[src/inc/ir_codec_pkg.sv]
// constants shared by the infrared codec
`default_nettype none
package ir_codec_pkg;
    localparam int unsigned     DIV_W         = 16;          // width of the baud divisor
    localparam logic [15:0]     DIV_RESET     = 16'hFFFF;    // divisor down counter value after reset
    localparam logic [3:0]      SUB_LAST      = 4'hF;        // sixteen baud ticks per bit
    localparam logic [3:0]      PULSE_FIRST   = 4'h7;        // high pulse starts after seven ticks
    localparam logic [3:0]      PULSE_LAST    = 4'h9;        // three ticks high
    localparam int unsigned     FIFO_W        = 1;           // one decoded bit per word
    localparam int unsigned     FIFO_D        = 16;          // words in the receive buffer
    localparam int unsigned     IR_MIN_BAUD   = 9600;        // lower standard infrared rate
    localparam int unsigned     IR_MAX_BAUD   = 115200;      // upper standard infrared rate
    localparam int unsigned     CLK_HZ        = 100000000;   // ref_clk rate
    localparam int unsigned     PERIOD_NS     = 10;          // ref_clk period
endpackage : ir_codec_pkg
`default_nettype wire

[src/hdl/uart_infrared_codec.sv]
// infrared encoder and decoder between a uart and its pins
`default_nettype none
// Function
// - bit rate is clock over sixteen times divisor
// - every bit is sixteen baud ticks long
// - a one sends low for whole bit
// - a zero sends 7 low, 3 high, 6 low
// - encoder uses uart transmit and baud tick
// - enabled, transmit pin carries modulated output
// - enabled, receive pin feeds decoder to uart
// - decoder samples input on baud ticks
// - standard infrared rates 9600 to 115200 baud
// - decoded bits after first are sixteen ticks
// - enable bit routes both directions through codec
module uart_infrared_codec (
    input  wire logic                        ref_clk,
    input  wire logic                        srst,
    input  wire logic                        ir_codec_enable,
    input  wire logic [ir_codec_pkg::DIV_W-1:0] baud_divisor,
    input  wire logic                        uart_txd,
    output logic                             uart_rxd,
    output logic                             baud_tick,
    output logic                             txd_pin,
    input  wire logic                        rxd_pin
);
    import ir_codec_pkg::*;

    typedef struct packed {
        logic [DIV_W-1:0] div_cnt;   // baud divisor down counter
        logic             tick;      // one-cycle baud clock pulse
        logic [3:0]       tx_sub;    // tick index within transmit bit
        logic             tx_bit;    // bit latched at start of transmit bit
        logic             tx_busy;   // a zero has started a transmit frame
        logic             tx_out;    // modulated output
        logic             rx_sync;   // receive pin sampled on ticks
        logic             rx_act;    // decoder inside a bit window
        logic [3:0]       rx_sub;    // tick index within receive bit
        logic             rx_seen;   // pulse seen in current window
        logic             rx_bit;    // bit produced at window end
        logic             rx_push;   // request to buffer rx_bit
        logic             txd_q;     // transmit pin register
        logic             rxd_q;     // uart receive register
    } codec_state_t;

    codec_state_t         s_q;
    codec_state_t         s_d;
    logic                 fifo_in_ready;
    logic                 fifo_out_data;
    logic                 fifo_out_valid;
    logic                 fifo_pop;

    // shared bit-window counter step
    function automatic logic [3:0] next_sub(input logic [3:0] sub);
        next_sub = (sub == SUB_LAST) ? 4'h0 : sub + 4'h1;
    endfunction : next_sub

    // decoded bits wait here until the uart side takes one per bit slot
    assign fifo_pop = s_q.tick && (s_q.rx_sub == 4'h0);

    ir_bit_fifo #(
        .WIDTH (FIFO_W),
        .DEPTH (FIFO_D)
    ) u_rx_fifo (
        .ref_clk   (ref_clk),
        .srst      (srst),
        .in_data   (s_q.rx_bit),
        .in_valid  (s_q.rx_push),
        .in_ready  (fifo_in_ready),
        .out_data  (fifo_out_data),
        .out_valid (fifo_out_valid),
        .out_ready (fifo_pop)
    );

    // next-state logic
    always_comb begin
        s_d         = s_q;
        s_d.rx_push = s_q.rx_push && !fifo_in_ready;
        // baud divisor: one tick every divisor clocks, sixteen per bit
        // any divisor runs; standard infrared rates are a subset
        s_d.tick    = 1'b0;
        if (s_q.div_cnt <= 16'h0001) begin
            s_d.div_cnt = (baud_divisor == '0) ? 16'h0001 : baud_divisor;
            s_d.tick    = 1'b1;
        end else begin
            s_d.div_cnt = s_q.div_cnt - 16'h0001;
        end

        // encoder: bit timing from uart transmit line and ticks
        if (s_q.tick) begin
            if (s_q.tx_busy || !uart_txd) begin
                if (s_q.tx_sub == 4'h0) begin
                    s_d.tx_bit = s_q.tx_busy ? uart_txd : 1'b0;
                end
                s_d.tx_busy = !(s_q.tx_sub == SUB_LAST && uart_txd);
                s_d.tx_sub  = next_sub(s_q.tx_sub);
            end
            // zero: high only on ticks seven to nine; one: stays low
            s_d.tx_out = 1'b0;
            if ((s_q.tx_busy || !uart_txd) &&
                ((s_q.tx_sub == 4'h0) ? !(s_q.tx_busy ? uart_txd : 1'b0) : !s_q.tx_bit) &&
                s_q.tx_sub >= PULSE_FIRST && s_q.tx_sub <= PULSE_LAST) begin
                s_d.tx_out = 1'b1;
            end
        end

        // decoder: sample pin on ticks, window of sixteen ticks per bit
        if (s_q.tick) begin
            s_d.rx_sync = rxd_pin;
            if (!s_q.rx_act) begin
                if (s_q.rx_sync) begin
                    s_d.rx_act  = 1'b1;                             // first bit may jitter
                    s_d.rx_seen = 1'b1;
                    s_d.rx_sub  = 4'h1;
                end
            end else begin
                s_d.rx_sub  = next_sub(s_q.rx_sub);
                s_d.rx_seen = s_q.rx_seen || s_q.rx_sync;
                if (s_q.rx_sub == SUB_LAST) begin
                    s_d.rx_bit  = !(s_q.rx_seen || s_q.rx_sync);
                    s_d.rx_push = 1'b1;
                    s_d.rx_seen = 1'b0;
                    s_d.rx_act  = s_q.rx_seen || s_q.rx_sync;
                end
            end
        end
        if (!ir_codec_enable) begin
            s_d.rx_act  = 1'b0;
            s_d.tx_busy = 1'b0;
            s_d.tx_sub  = 4'h0;
        end

        // pin routing
        if (ir_codec_enable) begin
            s_d.txd_q = s_q.tx_out;
            if (fifo_pop) begin
                s_d.rxd_q = fifo_out_valid ? fifo_out_data : 1'b1;
            end
        end else begin
            s_d.txd_q = uart_txd;
            s_d.rxd_q = rxd_pin;
        end
    end

    // state register
    always_ff @(posedge ref_clk) begin
        if (srst) begin
            s_q         <= '0;
            s_q.div_cnt <= DIV_RESET;
            s_q.tx_bit  <= 1'b1;
            s_q.rx_bit  <= 1'b1;
            s_q.txd_q   <= 1'b1;
            s_q.rxd_q   <= 1'b1;
        end else begin
            s_q <= s_d;
        end
    end

    assign uart_rxd  = s_q.rxd_q;
    assign baud_tick = s_q.tick;
    assign txd_pin   = s_q.txd_q;
endmodule : uart_infrared_codec
`default_nettype wire

[src/hdl/ir_bit_fifo.sv]
// small synchronous fifo with valid and ready on both sides
`default_nettype none
module ir_bit_fifo #(
    parameter int unsigned WIDTH = 1,
    parameter int unsigned DEPTH = 16
) (
    input  wire logic               ref_clk,
    input  wire logic               srst,
    input  wire logic [WIDTH-1:0]   in_data,
    input  wire logic               in_valid,
    output logic                    in_ready,
    output logic      [WIDTH-1:0]   out_data,
    output logic                    out_valid,
    input  wire logic               out_ready
);
    localparam int unsigned AW = $clog2(DEPTH);

    typedef struct packed {
        logic [AW-1:0] wr;
        logic [AW-1:0] rd;
        logic [AW:0]   cnt;
    } fifo_state_t;

    fifo_state_t          s_q;
    fifo_state_t          s_d;
    logic [WIDTH-1:0]     mem_q [DEPTH];
    logic                 push;
    logic                 pop;

    // handshakes and honest flags
    assign in_ready  = (s_q.cnt != (AW+1)'(DEPTH));
    assign out_valid = (s_q.cnt != '0);
    assign out_data  = mem_q[s_q.rd];
    assign push      = in_valid && in_ready;
    assign pop       = out_valid && out_ready;

    // pointer and count update
    always_comb begin
        s_d = s_q;
        if (push) begin
            s_d.wr = s_q.wr + 1'b1;
        end
        if (pop) begin
            s_d.rd = s_q.rd + 1'b1;
        end
        s_d.cnt = s_q.cnt + (AW+1)'(push) - (AW+1)'(pop);
    end

    // register state and storage
    always_ff @(posedge ref_clk) begin
        if (srst) begin
            s_q <= '0;
        end else begin
            s_q <= s_d;
        end
        if (push) begin
            mem_q[s_q.wr] <= in_data;
        end
    end
endmodule : ir_bit_fifo
`default_nettype wire

[config.mk]
export PLATFORM = sky130hd
export DESIGN_NAME = uart_infrared_codec
export DESIGN_NICKNAME = d
export VERILOG_FILES = /design/src/inc/ir_codec_pkg.sv /design/src/hdl/uart_infrared_codec.sv /design/src/hdl/ir_bit_fifo.sv
export SDC_FILE = /design/constraint.sdc
export NUM_CORES = 1
export LEC_CHECK = 0
export BUFFER_PORTS_ARGS = -buffer_cell sky130_fd_sc_hd__buf_2
export CAP_MARGIN = 20
export CELL_PAD_IN_SITES_DETAIL_PLACEMENT = 1
export CELL_PAD_IN_SITES_GLOBAL_PLACEMENT = 1
export CORE_AREA = 3 3 89 91
export CTS_CLUSTER_DIAMETER = 120
export DETAILED_ROUTE_END_ITERATION = 10
export DIE_AREA = 0 0 92 94
export GPL_ROUTABILITY_DRIVEN = 0
export GPL_TIMING_DRIVEN = 0
export PLACE_DENSITY_LB_ADDON = 0.1
export SETUP_SLACK_MARGIN = 0.1
export SYNTH_ARGS = -nofsm -noshare
export SYNTH_HDL_FRONTEND = slang
export SYNTH_SLANG_ARGS = --single-unit
[constraint.sdc]
create_clock -name ref_clk -period 3.2 [get_ports ref_clk]
set_input_delay 0.32 -clock ref_clk [delete_from_list [all_inputs] [get_ports ref_clk]]
set_output_delay 0.32 -clock ref_clk [all_outputs]
set_load 0.1 [all_outputs]
==> summary.txt <==
Power
  • Maximum vdd drop: 0.000213 V
  • Lkg Pwr: 1.39 nW
  • Power density over the cells: roughly 440 nW/um^2

Run status
  • Status: finished, final reports clean

Cells and area
  • Sequential cell area: 1520 sq um
  • Non-filler cells, final: 486
  • Fillers: roughly 850
  • Multi-input logic area: 1710 sq um
  • Leading cell types in the layout, fill and taps excluded: 58 x nor2_1, 51 x dfxtp_1
  • Final Net Count: 423
  • Commonest non-fill, non-tap cell in the layout: nor2_1
  • Ant diodes: 0
  • Share of post-route cells with drive strength above 1: 18.6%
  • Area Overhead vs Synth: 14.0%
  • Final Util: 52.9%

Worst setup path
  • Req. time, crit path: roughly 3.5 ns
  • Worst flop-to-flop path endpoint: u_rx_fifo.s_q[4]
  • Worst r2r src: s_q[5]
  • Reg2Reg Depth: 14
  • WP data arrival: just over 3 ns
  • CP startpoint kind: flop
  • Kind of end point of the critical path: flop
  • R2r setup slk: 0.43 ns
  • Max incr delay on CP: 0.38 ns
  • Cell mode on critical path: inv_1
  • CP Cell Sequence: inv_1, ha_1, nor4bb_2, a21boi_4, ha_1, inv_1, ha_1, inv_1, fa_1, inv_1, a21oi_1, nor2_1, or3_1, a21oi_1
  • Worst Setup Path Type: reg -> reg
  • Critical-path cell with the highest stage delay: nor4bb_2
  • CP Max Fanout: 5
  • Critical path origin: s_q[5]

Global routing
  • Gr usage total: 18.4%
  • Largest net degree at the start of global routing: 18
  • Vias in the first global route: 2669
  • First-pass GRT wire length: 12500 um
  • Initial antenna violation count: 0
  • Overflow after GRT: 0

Hold path
  • Hold Startpoint: baud_divisor[11]
  • Min-Delay Endpoint: s_q[30]
  • Worst hold path class: in -> reg
  • WHS Path Cells: 3

Logic synthesis
  • Number of synthesized flops with an enable pin: 16
  • Syn Nets: just under 400
  • Asr flop ratio synth: 0%
  • FF+latch count, synth: 68
  • Post-synthesis cell type count: 50
  • Post-synth top flop: dfxtp_1
  • Yosys Warn Count: 0
  • Sequential area share after synthesis: 45.5%
  • Post-Syn Area: 3340 sq um
  • Syn_area_per_cell: between 9 and 10 sq um
  • Syn Inst Count: 348

STA
  • Min Tclk post-route: roughly 2.8 ns
  • Worst clock skew: about 0.011 ns
  • Pins Over Slew Limit: 0
  • Slew HR: 51.2%
  • Slew at the pin closest to its max-slew limit: 0.731 ns
  • Hold_ws: about 0.22 ns
  • F_max: between 300 and 400 MHz
  • Final setup violation count: 0
  • TNS Setup: 0 ns
  • Fin. Hold Viols: 0
  • Final worst path period share: 86.6%
  • RSZ-0062 raised after global routing: no

Route
  • DRT Pass-1 Iters: 4
  • Final wirelength: 7090 um
  • Vias per cell: 5.23
  • Initial detailed-routing violation count: 35
  • WL/cell: about 15 um
  • Vias: around 2500
  • Post-DRT Antenna Nets: 0
  • DRC: 0

CTS
  • Max Buffers Root-to-Sink: 2
  • CTS Root Cell: clkbuf_8
  • Clk_lat worst skew: 0.34 ns
  • CTS clock-pin slew for the worst setup and hold paths: 0.08 ns
  • CTS Sinks: 68
  • Htree depth: 3
  • Cts bufs inserted: 9
  • CTS tree: done

Job
  • Max-cap check violation count: 0

Die
  • CORE AREA: between 7000 and 8000 sq um
  • Site row count: 31
  • Die Span Y: 94 um
  • Top-level port count: 24
  • Initial Util: between 40% and 50%
  • Die width: 92 um
  • Die area: between 8000 and 9000 sq um

Placed design
  • Placed cells: 469
  • Final HPWL DP: 5290 um
  • I/O Buffers: 22
[cell usage after synthesis (all sizes together) (4+ instances only)]
| cell type | number | area (sq um) |
|---|---|---|
| or4 | 6 | 48.8 |
| xor2 | 17 | 149 |
| nand4 | 5 | 46.3 |
| nor2 | 68 | 280 |
| xnor2 | 7 | 61.3 |
| nor4 | 6 | 52.6 |
| ha | 19 | 238 |
| o21ai | 9 | 45.0 |
| mux2i | 6 | 60.1 |
| edfxtp | 16 | 480 |
| nand2 | 22 | 82.6 |
| a21oi | 30 | 180 |
| clkbuf | 7 | 26.3 |
| nor3 | 10 | 61.3 |
| inv | 22 | 82.6 |
| dfxtp | 52 | 1040 |
| nand3 | 4 | 20.0 |
[kinds of logic (layout without fill, tap and decap cells)]
group                    Yosys count  count (layout)  share of synthesized area (%)
AO/OA/AOI/OAI                     63              63                           13.0
XOR/XNOR                          24              24                           6.29
adder cells (fa/ha/maj)           20              20                           7.71
buffers and inverters             32              71                           4.15
flip-flops                        68              68                           45.5
multiplexers                       8               8                           3.14
AND/OR/NAND/NOR                  133             133                           20.2
[stage by stage]
step / cell area [sq um] / total power, W / setup WS [ns]
floorplan: 3350 / 0.000944 / 0.388
global placement: 3580 / 0.000972 / 0.0276
detailed placement: 3580 / 0.000973 / -0.0985
CTS: 3790 / 0.00171 / 0.158
global route: 3810 / 0.00175 / 0.183
finish: 3810 / 0.00168 / 0.428
[report_power, final]
group	total (W)	internal (W)	switching, W
clock network	0.000728	0.000402	0.000326
logic	0.0000673	0.0000220	0.0000453
registers	0.000885	0.000879	0.00000585
[repair_timing]
item	CTS	global route
gates resized for setup	2	2
setup buffers	0	1
pin swaps	0	0
hold buffers	0	0
setup endpoints to repair	1	1
[flip-flops by register name (all words and copies together), names as in the netlist, named ones only]
signal	flops
uart_rxd	1
txd_pin	1
u_rx_fifo.s_q	13
s_q	32
u_rx_fifo.mem_q	16
baud_tick	1
[layer usage]
layer  vias to the layer above  part of all wire [%]  track usage (%)
met2                        26                    50             31.5
met4                         0                   1.9             8.54
met1                      1231                    46             22.4
met3                         9                   2.4             3.37
met5                         -                     0                0
li1                       1275                     -                -
[worst max-delay path: cells and delay by family, from the launching register on]
| family | cells | cell delay, ns |
|---|---|---|
| AOI/OAI and AO/OA | 3 | 0.57 |
| adders and majority gates | 4 | 0.70 |
| and+or+nand+nor | 3 | 0.79 |
| buffers and inverters | 4 | 0.28 |
| DFF | 1 | 0.35 |
[area by class of cell]
| class | count | area share (%) |
|---|---|---|
| multi-input cells | 248 | 44.8 |
| flip-flops and latches | 68 | 39.9 |
| clock buffers | 12 | 4.07 |
| well taps | 99 | 3.25 |
| repair buffers | 23 | 3.08 |
| inverters | 22 | 2.17 |
| plain buffers | 10 | 1.48 |
| clock inverters | 4 | 1.28 |
[worst max path at each step]
| stage | endpoint | slack [ns] |
|---|---|---|
| floorplan | u_rx_fifo.s_q[4] | 0.39 |
| global placement | u_rx_fifo.s_q[4] | 0.03 |
| detailed placement | u_rx_fifo.s_q[4] | -0.1 |
| CTS | u_rx_fifo.s_q[4] | 0.16 |
| global route | u_rx_fifo.s_q[4] | 0.18 |
| finish | u_rx_fifo.s_q[4] | 0.43 |
Power figures use the tool's default switching activity.
